==> config.mk <==
export PLATFORM = sky130hd
export DESIGN_NAME = hmrs_rx_status
export DESIGN_NICKNAME = d
export VERILOG_FILES = /design/src/hmrs_rx_status.v
export VERILOG_INCLUDE_DIRS = /design/src
export SDC_FILE = /design/constraint.sdc
export NUM_CORES = 1
export LEC_CHECK = 0
export BUFFER_PORTS_ARGS = -buffer_cell sky130_fd_sc_hd__buf_2
export CAP_MARGIN = 10
export CORE_MARGIN = 10
export CORE_UTILIZATION = 65
export CTS_BUF_LIST = sky130_fd_sc_hd__clkbuf_4 sky130_fd_sc_hd__clkbuf_8
export CTS_CLUSTER_SIZE = 16
export DETAILED_ROUTE_END_ITERATION = 10
export PLACE_DENSITY = 0.84
export SYNTH_ARGS = -nofsm -noshare
export SYNTH_HDL_FRONTEND = slang
export SYNTH_SLANG_ARGS = --single-unit
==> constraint.sdc <==
create_clock -name CLK -period 15.1 [get_ports CLK]
set_clock_uncertainty 0.2 [all_clocks]
set_input_delay 3.02 -clock CLK [delete_from_list [all_inputs] [get_ports CLK]]
set_output_delay 3.02 -clock CLK [all_outputs]
set_load 0.005 [all_outputs]
==> src/hmrs_consts.vh <==
// Constants for the host MAC receive status and stop block
`ifndef HMRS_CONSTS_VH
`define HMRS_CONSTS_VH
// Register offsets on the plain register port
`define HMRS_OFS_CTRL        4'h0
`define HMRS_OFS_INTERRUPT_STATUS_REG     4'h1
`define HMRS_OFS_STS_POP     4'h2
`define HMRS_OFS_DATA_POP    4'h3
`define HMRS_OFS_FIFO_INF    4'h4
// Control register fields
`define HMRS_CTRL_RECEIVE_ENABLE_BIT   0
`define HMRS_CTRL_PASS_BAD_FRAMES_BIT 1
`define HMRS_CTRL_RST        2'h0
// Interrupt status fields (write one to clear)
`define HMRS_INT_RXSTOP_BIT  0
`define HMRS_INT_RXERR_BIT   1
// Status word field positions
`define HMRS_ST_FILT_BIT     30
`define HMRS_ST_LEN_HI       29
`define HMRS_ST_LEN_LO       16
`define HMRS_ST_ES_BIT       15
`define HMRS_ST_BCAST_BIT    13
`define HMRS_ST_LENERR_BIT   12
`define HMRS_ST_RUNT_BIT     11
`define HMRS_ST_MCAST_BIT    10
`define HMRS_ST_LONG_BIT     7
`define HMRS_ST_LATECOL_BIT  6
`define HMRS_ST_TYPE_BIT     5
`define HMRS_ST_WDOG_BIT     4
`define HMRS_ST_MIIERR_BIT   3
`define HMRS_ST_DRIB_BIT     2
`define HMRS_ST_CRC_BIT      1
// Frame size limits in bytes, plus the minimum dribble bit count at 10 Mbps
`define HMRS_COLL_WINDOW     14'd64
`define HMRS_MAX_FRAME       14'd1518
`define HMRS_MAX_LENTYPE     16'd1500
`define HMRS_MIN_HDR         14'd14
`define HMRS_WDOG_LIMIT      14'd2048
`define HMRS_DRIB_MIN_10M    3'd3
`endif

==> src/hmrs_rx_status.v <==
// Host MAC receive status word builder, status FIFO and receiver stop logic
//
// Overview of operation
// - Reserved status bits 31, 14, 9:8 and 0 always read zero.
// - Bit 30 set when the frame failed address filtering.
// - Bits 29:16 carry the received frame length in bytes.
// - Bit 15 is the OR of runt, too-long, late-collision and CRC bits.
// - Bit 13 set for a broadcast destination.
// - Bit 12 set when actual length differs from a length/type field of 1500 or less.
// - Bit 11 set when a frame ends before 64 bytes.
// - Runt status words reach the host only when pass-bad-frames is set; runt data words are always counted.
// - Bit 10 set for a multicast destination.
// - Bit 7 flags frames over 1518 bytes, frame is not truncated.
// - Bit 6 set for a collision after the collision window.
// - Bit 5 set when length/type exceeds 1500, never for runts under 14.
// - Bit 4 set when the frame grows past the watchdog limit before its last byte.
// - Bit 3 set when a receive error occurs anywhere in the frame.
// - Bit 2 for odd bits, at 10 Mbps only with 3 or more, not with bit 6.
// - Bit 1 on CRC mismatch or receive error during the frame.
// - On actual halt pulse and latch the receiver-stopped flag.
// - Receiver error flag on data/status underrun or status overrun; keep going.
// - Status word is pushed only after all frame data is written.
//
// The plain strobed port and the register offsets were left to the implementer.
`timescale 1ns/1ns
`include "hmrs_consts.vh"

module hmrs_rx_status #(
	parameter STS_DEPTH_LOG2 = 4,
	parameter DATA_CNT_W     = 12
) (
	// Clock and reset
	input  wire        CLK,
	input  wire        RST_B,
	// Register port
	input  wire [3:0]  REG_ADDR,
	input  wire [31:0] REG_WDATA,
	input  wire        REG_WR,
	input  wire        REG_RD,
	output reg  [31:0] REG_RDATA,
	// Receive frame events from the MAC interface layer
	input  wire        FRAME_START,
	input  wire        BYTE_VALID,
	input  wire        DATA_WORD_WR,
	input  wire        FRAME_END,
	input  wire [2:0]  DRIBBLE_BITS,
	input  wire        RX_ERR,
	input  wire        COLLISION,
	input  wire        CRC_OK,
	input  wire        FILTER_FAIL,
	input  wire        DEST_BCAST,
	input  wire        DEST_MCAST,
	input  wire [15:0] LEN_TYPE,
	input  wire        LEN_TYPE_VALID,
	input  wire        SPEED_10M,
	// Receive control and events to the rest of the MAC
	output wire        RECEIVE_ENABLE,
	output wire        PASS_BAD_FRAMES,
	output wire        RX_ACTIVE,
	output reg         RECEIVER_STOPPED_IRQ,
	output wire        RECEIVER_ERROR_FLAG,
	output wire        RX_DATA_POP
);

	localparam STS_DEPTH = 1 << STS_DEPTH_LOG2;

	// Receive state machine, one-hot
	localparam ST_IDLE    = 3'b001;
	localparam ST_FRAME   = 3'b010;
	localparam ST_STOPPED = 3'b100;

	// ==========================================================
	// Register and state declarations
	reg [1:0]  ctrl_reg;
	reg [1:0]  interrupt_status_reg_reg;
	reg [2:0]  state_reg;
	reg [2:0]  state_next;
	reg [13:0] len_reg;
	reg        rxerr_seen_reg;
	reg        col_late_reg;
	reg        wdog_reg;
	reg [31:0] sts_mem [0:STS_DEPTH-1];
	reg [STS_DEPTH_LOG2:0] wr_ptr_reg;
	reg [STS_DEPTH_LOG2:0] rd_ptr_reg;
	reg [DATA_CNT_W-1:0]   data_cnt_reg;
	reg [31:0] status_word;

	wire [STS_DEPTH_LOG2:0] sts_level = wr_ptr_reg - rd_ptr_reg;
	wire sts_empty = (sts_level == {(STS_DEPTH_LOG2+1){1'b0}});
	wire sts_full  = sts_level[STS_DEPTH_LOG2];
	wire [13:0] len_now = len_reg + {13'h0000, BYTE_VALID};

	// Register port decodes
	wire wr_ctrl   = REG_WR && (REG_ADDR == `HMRS_OFS_CTRL);
	wire wr_int    = REG_WR && (REG_ADDR == `HMRS_OFS_INTERRUPT_STATUS_REG);
	wire sts_pop   = REG_RD && (REG_ADDR == `HMRS_OFS_STS_POP);
	wire data_pop  = REG_RD && (REG_ADDR == `HMRS_OFS_DATA_POP);

	// Frame end and classification
	wire end_now   = (state_reg == ST_FRAME) && FRAME_END;
	wire is_runt   = len_now < `HMRS_COLL_WINDOW;
	// drop runts unless passing bad frames
	wire drop_now  = is_runt && !ctrl_reg[`HMRS_CTRL_PASS_BAD_FRAMES_BIT];

	// Error events
	wire sts_uflow  = sts_pop && sts_empty;
	wire data_uflow = data_pop && (data_cnt_reg == {DATA_CNT_W{1'b0}});
	wire sts_oflow  = end_now && !drop_now && sts_full;
	wire push       = end_now && !drop_now && !sts_full;

	assign RECEIVE_ENABLE      = ctrl_reg[`HMRS_CTRL_RECEIVE_ENABLE_BIT];
	assign PASS_BAD_FRAMES     = ctrl_reg[`HMRS_CTRL_PASS_BAD_FRAMES_BIT];
	assign RX_ACTIVE           = (state_reg == ST_FRAME);
	assign RECEIVER_ERROR_FLAG = interrupt_status_reg_reg[`HMRS_INT_RXERR_BIT];
	assign RX_DATA_POP         = data_pop && !data_uflow;

	// ==========================================================
	// Status word assembly
	always @* begin
		status_word = 32'h00000000;
		status_word[`HMRS_ST_FILT_BIT] = FILTER_FAIL;
		status_word[`HMRS_ST_LEN_HI:`HMRS_ST_LEN_LO] = len_now;
		status_word[`HMRS_ST_BCAST_BIT] = DEST_BCAST;
		status_word[`HMRS_ST_MCAST_BIT] = DEST_MCAST;
		// length mismatch, only for length-style field
		status_word[`HMRS_ST_LENERR_BIT] = LEN_TYPE_VALID
			&& (LEN_TYPE <= `HMRS_MAX_LENTYPE)
			&& ({2'b00, len_now} != LEN_TYPE);
		status_word[`HMRS_ST_RUNT_BIT] = is_runt;
		status_word[`HMRS_ST_LONG_BIT] = len_now > `HMRS_MAX_FRAME;
		status_word[`HMRS_ST_LATECOL_BIT] = col_late_reg;
		status_word[`HMRS_ST_TYPE_BIT] = LEN_TYPE_VALID && (len_now >= `HMRS_MIN_HDR)
			&& (LEN_TYPE > `HMRS_MAX_LENTYPE);
		status_word[`HMRS_ST_WDOG_BIT] = wdog_reg;
		status_word[`HMRS_ST_MIIERR_BIT] = rxerr_seen_reg || RX_ERR;
		status_word[`HMRS_ST_DRIB_BIT] = !col_late_reg && (DRIBBLE_BITS != 3'd0)
			&& (!SPEED_10M || (DRIBBLE_BITS >= `HMRS_DRIB_MIN_10M));
		status_word[`HMRS_ST_CRC_BIT] = !CRC_OK || rxerr_seen_reg || RX_ERR;
		status_word[`HMRS_ST_ES_BIT] = status_word[`HMRS_ST_RUNT_BIT]
			| status_word[`HMRS_ST_LONG_BIT] | status_word[`HMRS_ST_LATECOL_BIT]
			| status_word[`HMRS_ST_CRC_BIT];
	end

	// ==========================================================
	// Receive state machine
	always @* begin
		state_next = state_reg;
		case (state_reg)
			ST_IDLE: begin
				if (!ctrl_reg[`HMRS_CTRL_RECEIVE_ENABLE_BIT])
					state_next = ST_STOPPED;
				else if (FRAME_START)
					state_next = ST_FRAME;
			end
			ST_FRAME: begin
				if (FRAME_END)
					state_next = ctrl_reg[`HMRS_CTRL_RECEIVE_ENABLE_BIT] ? ST_IDLE : ST_STOPPED;
			end
			ST_STOPPED: begin
				if (ctrl_reg[`HMRS_CTRL_RECEIVE_ENABLE_BIT])
					state_next = ST_IDLE;
			end
			default: state_next = ST_IDLE;
		endcase
	end

	// State register and receiver-stopped pulse
	always @(posedge CLK or negedge RST_B) begin
		if (!RST_B) begin
			state_reg <= ST_STOPPED;
			RECEIVER_STOPPED_IRQ <= 1'b0;
		end else begin
			state_reg <= state_next;
			RECEIVER_STOPPED_IRQ <= (state_next == ST_STOPPED) && (state_reg != ST_STOPPED);
		end
	end

	// ==========================================================
	// Per-frame accumulators
	always @(posedge CLK or negedge RST_B) begin
		if (!RST_B) begin
			len_reg <= 14'h0000;
			rxerr_seen_reg <= 1'b0;
			col_late_reg <= 1'b0;
			wdog_reg <= 1'b0;
		end else if (state_reg != ST_FRAME) begin
			len_reg <= 14'h0000;
			rxerr_seen_reg <= 1'b0;
			col_late_reg <= 1'b0;
			wdog_reg <= 1'b0;
		end else begin
			// Length saturates so a runaway frame cannot wrap the field
			if (BYTE_VALID && (len_reg != 14'h3FFF))
				len_reg <= len_now;
			if (RX_ERR)
				rxerr_seen_reg <= 1'b1;
			if (COLLISION && !(len_reg < `HMRS_COLL_WINDOW))
				col_late_reg <= 1'b1;
			if (len_now > `HMRS_WDOG_LIMIT)
				wdog_reg <= 1'b1;
		end
	end

	// ==========================================================
	// Status FIFO
	always @(posedge CLK or negedge RST_B) begin
		if (!RST_B) begin
			wr_ptr_reg <= {(STS_DEPTH_LOG2+1){1'b0}};
			rd_ptr_reg <= {(STS_DEPTH_LOG2+1){1'b0}};
		end else begin
			// push at frame end, after data
			if (push)
				wr_ptr_reg <= wr_ptr_reg + 1'b1;
			if (sts_pop && !sts_empty)
				rd_ptr_reg <= rd_ptr_reg + 1'b1;
		end
	end

	// entry written once, untouched until popped
	always @(posedge CLK) begin
		if (push)
			sts_mem[wr_ptr_reg[STS_DEPTH_LOG2-1:0]] <= status_word;
	end

	// Data FIFO word count: written by the MAC, popped by the host
	always @(posedge CLK or negedge RST_B) begin
		if (!RST_B)
			data_cnt_reg <= {DATA_CNT_W{1'b0}};
		else if (DATA_WORD_WR && !RX_DATA_POP)
			data_cnt_reg <= data_cnt_reg + 1'b1;
		else if (!DATA_WORD_WR && RX_DATA_POP)
			data_cnt_reg <= data_cnt_reg - 1'b1;
	end

	// ==========================================================
	// Control and interrupt status registers
	always @(posedge CLK or negedge RST_B) begin
		if (!RST_B) begin
			ctrl_reg <= `HMRS_CTRL_RST;
			interrupt_status_reg_reg <= 2'b00;
		end else begin
			if (wr_ctrl)
				ctrl_reg <= REG_WDATA[1:0];
			// Write one to clear; a new event in the same cycle wins
			if (wr_int)
				interrupt_status_reg_reg <= interrupt_status_reg_reg & ~REG_WDATA[1:0];
			if ((state_next == ST_STOPPED) && (state_reg != ST_STOPPED))
				interrupt_status_reg_reg[`HMRS_INT_RXSTOP_BIT] <= 1'b1;
			if (sts_uflow || data_uflow || sts_oflow)
				interrupt_status_reg_reg[`HMRS_INT_RXERR_BIT] <= 1'b1;
		end
	end

	// ==========================================================
	// Read data, one cycle after the strobe
	always @(posedge CLK or negedge RST_B) begin
		if (!RST_B)
			REG_RDATA <= 32'h00000000;
		else if (REG_RD) begin
			case (REG_ADDR)
				`HMRS_OFS_CTRL:    REG_RDATA <= {30'h0, ctrl_reg};
				`HMRS_OFS_INTERRUPT_STATUS_REG: REG_RDATA <= {30'h0, interrupt_status_reg_reg};
				`HMRS_OFS_STS_POP: REG_RDATA <= sts_empty ? 32'h00000000
					: sts_mem[rd_ptr_reg[STS_DEPTH_LOG2-1:0]];
				`HMRS_OFS_FIFO_INF: REG_RDATA <= {8'h00,
					{(8-STS_DEPTH_LOG2-1){1'b0}}, sts_level,
					{(16-DATA_CNT_W){1'b0}}, data_cnt_reg};
				default:           REG_RDATA <= 32'h00000000;
			endcase
		end else
			REG_RDATA <= 32'h00000000;
	end

endmodule // hmrs_rx_status

==> out/qor.yml, run 1 <==
status: "completed"
route.vias.total: 11600
post-route-util: 0.744
final_layout_size_suffix_gt1_frac: 0.306
relSlewSlack: 0.231
port_buffers: 76
grt_start_max_net_pins: 77
grt_setup_unrepaired: "no"
tns_ns: 0
detailedRoute.firstPassIterationCount: 5
cts.htree.levels: 3
place_worst_setup_slack_ns: 7.67
overflow: 0
synth.avg_cell_area_sq_um: 18.2
syn_inst: 1161
die_height_um: 200
synth_area_leaders: "edfxtp_1 (61%), mux4_2 (14%), dfrtp_1 (9.0%), ha_1 (1.3%), xnor2_1 (1.3%)"
leakage_uw: 0.00825
seqCellArea_sq_um: 14900
numClockSinks: 509
setup-violations-final: 0
n_fill_cell: 1804
achievable_frequency_mhz: 134
cts_tree: "yes"
initial_core_util: 0.664
crit_path_start: "REG_ADDR[3]"
drc_errors: 0
detail_route.vias_per_cell: 6.47
initial_antenna_violation_count: 0
cts-hold-fix-buffers: 0
netlist.area_leader.share: 0.614
endpoint_kind: "output port"
antenna_violating_nets_post_route: 0
largest_area_contributor_in_the_synthesized_netlist: "edfxtp_1"
report.final.slew_viol_count: 0
detailedPlacementHpwl_um: 26700
rr_startpoint: "len_reg[0]"
dieArea_sq_um: 40100
final_period_minus_worst_setup_slack_ns: 7.46
wl_per_cell_um: 26.7
clk_root_buffer_cell: "clkbuf_8"
critical_path_arrival_ns: 4.24
timing.reg2reg.worst_path_depth: 7
synth_edf_count: 432
weighted_congestion_at_the_end_of_routability_driven_global_placement: 0.857
critical_path_required_ns: 11.88
design.portCount: 109
n_antenna_cell: 0
worstSkewPairLatency_ns: 0.62
largest_register_ff_count: 432
synthesis.area_sq_um: 21100
cts-buffers-inserted: 79
start_kind: "input port"
holdCritPathClass: "register to register"
fraction_of_synthesis_flops_using_an_asynchronous_set_or_reset_pin: 0.151
final-hold-violation-count: 0
drt_first_iter_violations: 1308
cts_setup_buffers: 0
die_w_um: 200
maximum_root_to_sink_buffer_count: 3
fp.coreArea_sq_um: 31800
finalNetCount: 1384
cp-endpoint: "RX_DATA_POP"
tightestPinTransition_ns: 1.15
max-cap-violations: 0
ys.warnings.count: 0
netlist-cell-type-count: 66
rows: 65
synth_top_flop_cell: "edfxtp_1"
totalPowerFinal_uw: 3530
first_pass_grt_wire_length_um: 71500
syn2layout_area_growth_pct: 12.0
path_clk_slew_ns: 0.05
ff2ff_setup_slack_ns: 10.88
multi_input_comb_area_sq_um: 5930
ir_drop_mv: 0.0855
whs_ns: 0.284
critPathMaxFanout: 7
setup.worst_path.class: "input port to output port"
power_density_nw_per_um2: 149
number_of_register_bits_inferred_by_synthesis: 509
synth-seq-area-share: 0.705
grtUsageTotal: 0.236
post_cts_resized: 0
timing.final.ws_setup_ns: 7.64
grt_pass1_vias: 11800
reg2reg_to: "sts_mem[15][6]"
fraction_of_the_cycle_the_final_worst_path_needs: 0.494
detail_route.wirelength_um: 47800
cell families after synthesis:
| kind of cell | share of synthesized area |
|---|---|
| simple gates | 0.0619 |
| xor+xnor | 0.0249 |
| compound gates | 0.0289 |
| other cells | 0.000178 |
| flops | 0.705 |
| fa+ha+maj | 0.0159 |
| buf+inv | 0.0163 |
| mux | 0.147 |
cell usage after synthesis, types with 4 or more instances:
library cell and instances:
ha_1 22, xnor2_1 31, or2_2 5, xor2_1 29, edfxtp_1 432, nor2_1 49, nor2b_1 27, mux4_2 135
or4_1 4, and3_1 23, nand2_1 58, buf_2 18, a21oi_1 26, nor4b_1 4, nand2b_1 5, o21ai_0 27
clkbuf_1 33, mux2_2 4, nor3_1 17, nand3_1 23, inv_1 28, nand4_1 5, nor4_1 7, dfrtp_1 76
a31oi_1 11
layout make-up:
| cell class | instances | share of cell area |
|---|---|---|
| Inverter | 28 | 0.00444 |
| Multi-Input combinational cell | 570 | 0.251 |
| Timing Repair Buffer | 101 | 0.0241 |
| Sequential cell | 509 | 0.630 |
| Clock buffer | 121 | 0.0601 |
| Clock inverter | 26 | 0.00777 |
| Tap cell | 435 | 0.0230 |
cells in the final DEF, fill, tap and decap left out, drive strengths merged, types with 3 or more instances in the layout:
master and instances:
a21o 3, a21oi 26, a22oi 3, a31oi 12, and3 23, buf 101
clkbuf 121, clkinv 19, dfrtp 76, edfxtp 432, ha 22, inv 32
mux2 4, mux4 135, nand2 58, nand2b 5, nand3 23, nand4 7
nor2 51, nor2b 27, nor3 17, nor3b 3, nor4 8, nor4b 4
o21ai 29, o31ai 3, or2 6, or4 4, xnor2 31, xor2 29
power breakdown:
group          total (uW)  switching (uW)  internal (uW)  leakage [uW]
clock                1160             530            626      0.000853
combinational         772             363            409       0.00252
sequential           1600            52.8           1550       0.00488
how the worst min path moves through the flow:
stage                                      from                          end  depth (start not counted)
floorplan           interrupt_status_reg_reg[0]  interrupt_status_reg_reg[0]                          1
global placement    interrupt_status_reg_reg[0]  interrupt_status_reg_reg[0]                          1
detailed placement               rxerr_seen_reg               rxerr_seen_reg                          2
CTS                 interrupt_status_reg_reg[0]  interrupt_status_reg_reg[0]                          1
global route                      rd_ptr_reg[4]                rd_ptr_reg[4]                          1
finish              interrupt_status_reg_reg[0]  interrupt_status_reg_reg[0]                          1
layer usage:
metal  part of all wire  wire length (um)  track usage
met5                  0                 0            0
met4              0.025              1190       0.0814
met3              0.097              4640       0.0524
met2               0.49             23300        0.373
met1               0.39             18600        0.322
stage by stage:
stage | cell area, sq um | std cells
2_1_floorplan | 21100 | 1162
3_3_place_gp | 22000 | 1635
3_5_place_dp | 22000 | 1635
4_1_cts | 23600 | 1782
5_1_grt | 23700 | 1790
6_report | 23700 | 1790
worst max-delay path, stage by stage:
cell and delay, ns:
buf_2 0.14, nor4bb_1 0.49, nand2_1 0.12, or2_2 0.31, inv_1 0.06, buf_2 0.10
Power figures use the tool's default switching activity.
==> inputs of run 2 (changes only) <==
--- a/config.mk
+++ b/config.mk
@@ -9,11 +9,11 @@
 export BUFFER_PORTS_ARGS = -buffer_cell sky130_fd_sc_hd__buf_2
 export CAP_MARGIN = 10
 export CORE_MARGIN = 10
-export CORE_UTILIZATION = 65
+export CORE_UTILIZATION = 63
 export CTS_BUF_LIST = sky130_fd_sc_hd__clkbuf_4 sky130_fd_sc_hd__clkbuf_8
 export CTS_CLUSTER_SIZE = 16
 export DETAILED_ROUTE_END_ITERATION = 10
-export PLACE_DENSITY = 0.84
+export PLACE_DENSITY = 0.82
 export SYNTH_ARGS = -nofsm -noshare
 export SYNTH_HDL_FRONTEND = slang
 export SYNTH_SLANG_ARGS = --single-unit
==> constraint.sdc (replaced) <==
create_clock -name CLK -period 7.3 [get_ports CLK]
set_clock_uncertainty 0.2 [all_clocks]
set_input_delay 1.46 -clock CLK [delete_from_list [all_inputs] [get_ports CLK]]
set_output_delay 1.46 -clock CLK [all_outputs]
set_load 0.005 [all_outputs]
==> run 2 against run 1 <==
Compared with the run above:
- sequential power increased by 110%
- critical path depth up 4
- routed wire length rose by 1.2%
- non-clock buffer count down 6
- sequential cell count unchanged
- final cell count up 0.17%
- sequential share of layout area is 0.60 points lower
==> out/qor.yml, run 2 (synthesis results as in run 1) <==
setup-violations-final: 0
relSlewSlack: 0.207
critical_path_required_ns: 7.37
die_w_um: 203
final-hold-violation-count: 0
fp.coreArea_sq_um: 32800
port_buffers: 76
endpoint_kind: "register"
cts_setup_buffers: 0
initial_core_util: 0.644
met3WireLength_um: 4900
crit_path_start: "BYTE_VALID"
achievable_frequency_mhz: 207
die_height_um: 203
reg2reg_to: "sts_mem[3][13]"
final_period_minus_worst_setup_slack_ns: 4.82
status: "completed"
placement_stage_cell_area_sq_um: 22000
grtUsageTotal: 0.238
fraction_of_the_cycle_the_final_worst_path_needs: 0.660
antenna_violating_nets_post_route: 0
tns_ns: 0
clk_root_buffer_cell: "clkbuf_8"
largest_register_ff_count: 432
drt_first_iter_violations: 1318
totalPowerFinal_uw: 7570
cp-endpoint: "sts_mem[3][13]"
detailedPlacementHpwl_um: 26000
route.top_layer_used: "met5"
wl_per_cell_um: 27.0
detailedRoute.firstPassIterationCount: 5
final_cell_area_sq_um: 23900
rows: 66
overflow: 0
ff2ff_setup_slack_ns: 2.95
cts_tree: "yes"
drc_errors: 0
grt_setup_unrepaired: "no"
mostFrequentLayoutCell: "edfxtp_1"
n_antenna_cell: 0
maximum_root_to_sink_buffer_count: 3
report.final.slew_viol_count: 0
max-cap-violations: 0
critPathMaxFanout: 21
tightestPinTransition_ns: 1.19
numClockSinks: 509
routed-wl-met2_um: 23700
post_cts_resized: 0
cts-hold-fix-buffers: 0
grt_pass1_vias: 11900
cts.htree.levels: 3
routedLengthMet1_um: 18800
critical_path_arrival_ns: 4.89
path_clk_slew_ns: 0.05
finalNetCount: 1380
rr_startpoint: "rd_ptr_reg[1]"
first_pass_grt_wire_length_um: 73600
detail_route.vias_per_cell: 6.45
timing.final.ws_setup_ns: 2.48
cts-buffers-inserted: 81
post-route-util: 0.729
initial_antenna_violation_count: 1
detail_route.wirelength_um: 48400
ir_drop_mv: 0.166
layout.cells.most_common_list: "edfxtp_1 (432), mux4_2 (135), clkbuf_8 (94), buf_2 (75), dfrtp_1 (74)"
design.portCount: 109
place_worst_setup_slack_ns: 1.92
weighted_congestion_at_the_end_of_routability_driven_global_placement: 0.863
grt_start_max_net_pins: 61
power_density_nw_per_um2: 317
worstSkewPairLatency_ns: 0.61
route.vias.total: 11600
setup.worst_path.class: "input port to register"
start_kind: "input port"
dieArea_sq_um: 41300
leakage_uw: 0.00847
holdCritPathClass: "register to register"
timing.reg2reg.worst_path_depth: 9
syn2layout_area_growth_pct: 13.1
final_layout_size_suffix_gt1_frac: 0.310
==> run 2: cell count changes in the layout (fill, tap and decap cells not counted), moves of 3 or more <==
cell       previous run  this run
buf_4                26        18
bufinv_16             1         8
clkbuf_4             39        26
clkbuf_8             82        94
clkinv_1             14         8
clkinv_2              4        10
inv_8                 3         0
xnor2_1              30        27
xnor2_2               1         4
==> run 2: critical path, cell delays in order <==
cell,delay (ns)
buf_2,0.10
ha_1,0.44
nand4_2,0.29
nor2_2,0.31
nor3_1,0.09
o32ai_2,0.68
o311a_4,0.36
nand2_1,0.12
nor3_2,0.69
buf_12,0.31
==> run 2: area by class of cell <==
cell class                      count  area [sq um]
Clock buffer                      120          1490
Tap cell                          442           553
Sequential cell                   509         14900
Clock inverter                     29           343
Fill cell                        1856          8890
Timing Repair Buffer               95           542
Multi-Input combinational cell    570          5960
Inverter                           28           105
==> run 2: how the worst min path moves through the flow <==
stage / cells after the start / start / to / slack, ns
2_1_floorplan: 1 / interrupt_status_reg_reg[0] / interrupt_status_reg_reg[0] / 0.25
3_3_place_gp: 1 / interrupt_status_reg_reg[0] / interrupt_status_reg_reg[0] / 0.26
3_5_place_dp: 1 / interrupt_status_reg_reg[0] / interrupt_status_reg_reg[0] / 0.27
4_1_cts: 1 / interrupt_status_reg_reg[0] / interrupt_status_reg_reg[0] / 0.28
5_1_grt: 1 / rd_ptr_reg[4] / rd_ptr_reg[4] / 0.30
6_report: 1 / interrupt_status_reg_reg[0] / interrupt_status_reg_reg[0] / 0.28
==> run 2: where the power goes <==
part           switching [uW]  total (uW)  leakage [uW]  internal (uW)
Sequential                184        3380       0.00499           3200
Clock                    1110        2710      0.000961           1590
Combinational             664        1490       0.00252            822
Total                    1960        7570       0.00847           5610
==> run 2: per-stage QoR <==
stage               hold slack (ns)  std cells
finish                        0.276       1793
global route                  0.300       1793
CTS                           0.282       1788
detailed placement            0.269       1639
global placement              0.263       1639
floorplan                     0.251       1162
==> run 2: per-layer routing <==
metal  up-vias  global-route usage
met4         2              0.0730
met1      5945               0.329
met3        81              0.0600
met5         -                   0
li1       4879                   -
met2       652               0.370
==> inputs of run 3 (changes only) <==
--- a/config.mk
+++ b/config.mk
@@ -6,14 +6,15 @@
 export SDC_FILE = /design/constraint.sdc
 export NUM_CORES = 1
 export LEC_CHECK = 0
+export ABC_AREA = 1
 export BUFFER_PORTS_ARGS = -buffer_cell sky130_fd_sc_hd__buf_2
 export CAP_MARGIN = 10
 export CORE_MARGIN = 10
-export CORE_UTILIZATION = 63
+export CORE_UTILIZATION = 57
 export CTS_BUF_LIST = sky130_fd_sc_hd__clkbuf_4 sky130_fd_sc_hd__clkbuf_8
 export CTS_CLUSTER_SIZE = 16
 export DETAILED_ROUTE_END_ITERATION = 10
-export PLACE_DENSITY = 0.82
+export PLACE_DENSITY = 0.78
 export SYNTH_ARGS = -nofsm -noshare
 export SYNTH_HDL_FRONTEND = slang
 export SYNTH_SLANG_ARGS = --single-unit
==> constraint.sdc (replaced) <==
create_clock -name CLK -period 4 [get_ports CLK]
set_clock_uncertainty 0.2 [all_clocks]
set_input_delay 0.8 -clock CLK [delete_from_list [all_inputs] [get_ports CLK]]
set_output_delay 0.8 -clock CLK [all_outputs]
set_load 0.005 [all_outputs]
==> run 3 against run 2 <==
Compared with the run above:
- design area up 2.6%
- sequential power up 77%
- highest routed layer is now met4
- final cell count increased by 43%
- critical endpoint is now sts_mem[2][4]
==> out/qor.yml, run 3 <==
comb_power_share: 0.289
placement_stage_cell_area_sq_um: 22900
holdCritPathClass: "input port to asynchronous set/reset pin"
synth.most_common_cell: "edfxtp_1"
cts.htree.levels: 3
ir_drop_mv: 0.830
largest_register_ff_count: 432
grt_setup_unrepaired: "no"
detailedPlacementHpwl_um: 31700
cts_tree: "yes"
dieArea_sq_um: 46100
final-hold-violation-count: 0
fraction_of_the_cycle_the_final_worst_path_needs: 0.904
status: "completed"
clk_root_buffer_cell: "clkbuf_8"
rows: 71
synthesis.area_sq_um: 21600
n_fill_cell: 2770
netlist.area_leader.share: 0.601
final_cell_area_sq_um: 24500
post_cts_resized: 0
die_w_um: 215
overflow: 0
critPathMaxFanout: 21
antenna_violating_nets_post_route: 0
path_clk_slew_ns: 0.06
die_height_um: 215
power.switching_fraction: 0.346
tightestPinTransition_ns: 1.22
timing.reg2reg.worst_path_depth: 11
fraction_of_synthesis_flops_using_an_asynchronous_set_or_reset_pin: 0.151
critical_path_arrival_ns: 3.73
power.share.clock: 0.305
first_pass_grt_wire_length_um: 86600
syn_inst: 1864
finalNetCount: 2079
tns_ns: 0
design.portCount: 109
cts_setup_buffers: 0
grt_pass1_vias: 15300
syn2layout_area_growth_pct: 13.5
detailedRoute.firstPassIterationCount: 6
leakage_uw: 0.00919
worstSkewPairLatency_ns: 0.63
initial_antenna_violation_count: 0
cts-hold-fix-buffers: 0
n_antenna_cell: 0
port_buffers: 76
synth.avg_cell_area_sq_um: 11.6
number_of_register_bits_inferred_by_synthesis: 509
synth_top_flop_cell: "edfxtp_1"
wl_per_cell_um: 22.1
grtUsageTotal: 0.240
maximum_root_to_sink_buffer_count: 3
synth_area_leaders: "edfxtp_1 (60%), dfrtp_1 (8.8%), nand2_1 (7.2%), a21oi_1 (4.3%), nand3_1 (2.5%)"
post_synth_most_frequent_cells: "edfxtp_1 (432), nand2_1 (413), a21oi_1 (185)"
endpoint_kind: "register"
synth-seq-area-share: 0.690
mostFrequentLayoutCell: "edfxtp_1"
layout.cells.most_common_list: "edfxtp_1 (432), nand2_1 (413), a21oi_1 (185), nor2_1 (116), nand3_1 (107)"
grt_start_max_net_pins: 220
initial_core_util: 0.576
start_kind: "register"
netlist-cell-type-count: 49
drc_errors: 0
final_layout_size_suffix_gt1_frac: 0.154
setup.worst_path.class: "register to register"
detail_route.vias_per_cell: 6.04
setup-violations-final: 0
critical_path_required_ns: 4.11
report.final.slew_viol_count: 0
achievable_frequency_mhz: 276
detail_route.wirelength_um: 56600
synth_edf_count: 432
power_density_nw_per_um2: 600
final_period_minus_worst_setup_slack_ns: 3.62
max-cap-violations: 0
relSlewSlack: 0.188
numClockSinks: 509
weighted_congestion_at_the_end_of_routability_driven_global_placement: 0.871
route.vias.total: 15500
cts-buffers-inserted: 80
ys.warnings.count: 0
switchingPower_uw: 5090
drt_first_iter_violations: 1929
internal_power_uw: 9610
largest_area_contributor_in_the_synthesized_netlist: "edfxtp_1"
fp.coreArea_sq_um: 37500
power_frac_seq: 0.406
==> run 3: cell types whose count changed after synthesis, moves of 27 or more <==
cell / delta
nor2b_1: -27
nand2_1: +355
o21ai_0: +68
clkbuf_1: +28
a21oi_1: +159
inv_1: +52
nor2_1: +83
a22oi_1: +41
nand3_1: +84
mux4_2: -135
==> run 3: metal layers <==
layer  up-vias  routed length [um]  track usage
li1       6949                   -            -
met1      7461               21700        0.319
met3       140                6540       0.0542
met4         0                1670       0.0886
met2       903               26700        0.381
met5         -                   0            0
==> run 3: critical path, cell delays in order, from the launching register on <==
cell,delay (ns)
dfrtp_1,0.42
inv_1,0.17
ha_1,0.18
inv_1,0.06
fa_1,0.40
nand3_1,0.09
nand2_1,0.09
xor2_2,0.17
nand3_2,0.13
buf_12,0.18
nor2_4,0.88
buf_4,0.32
==> run 3: kinds of logic after synthesis <==
| logic type | Yosys count | share of synthesized area |
|---|---|---|
| and+or+nand+nor | 727 | 0.144 |
| DFF | 509 | 0.690 |
| AOI/OAI and AO/OA | 393 | 0.107 |
| buffers and inverters | 185 | 0.0344 |
| xor gates and xnor gates | 25 | 0.0108 |
| adders and majority gates | 24 | 0.0146 |
| other | 1 | 0.000174 |
==> run 3: final timing paths <==
| kind | start | end | slack, ns |
|---|---|---|---|
| setup / recovery | wr_ptr_reg[0] | sts_mem[2][4] | 0.38 |
| hold / removal | RST_B | REG_RDATA[0] | 0.18 |
| setup reg to reg | wr_ptr_reg[0] | sts_mem[2][4] | 0.38 |
| hold reg to reg | rd_ptr_reg[3] | rd_ptr_reg[3] | 0.30 |
| max in group asynchronous | RST_B | rd_ptr_reg[1] | 2.61 |
| min in group CLK | FRAME_END | state_reg[1] | 0.18 |
==> run 3: power by group through the flow <==
stage	combinational, uW	clock, uW	sequential [uW]
4_1_cts	4170	4510	5960
3_5_place_dp	4130	0	6070
6_report	4250	4480	5970
2_1_floorplan	2910	0	6030
5_1_grt	4670	4770	5980
3_3_place_gp	3980	0	6070
==> run 3: cell type report <==
cell class	count	area [sq um]	area share
Multi-Input combinational cell	1171	6090	0.248
Tap cell	511	639	0.0261
Clock buffer	113	1390	0.0565
Timing Repair Buffer	135	913	0.0373
Sequential cell	509	14900	0.608
Inverter	87	333	0.0136
Clock inverter	34	249	0.0102
==> run 3: metrics by stage <==
step	utilization	hold WS, ns	instances	total power, uW	setup slack (ns)
after CTS	0.654	0.152	2560	14600	0.380
after detailed placement	0.610	0.290	2413	10200	0.0998
after global placement	0.610	0.286	2413	10100	0.221
after global routing	0.654	0.181	2560	15400	0.210
after floorplan	-	0.263	1865	8950	0.0478
final	0.654	0.177	2560	14700	0.383
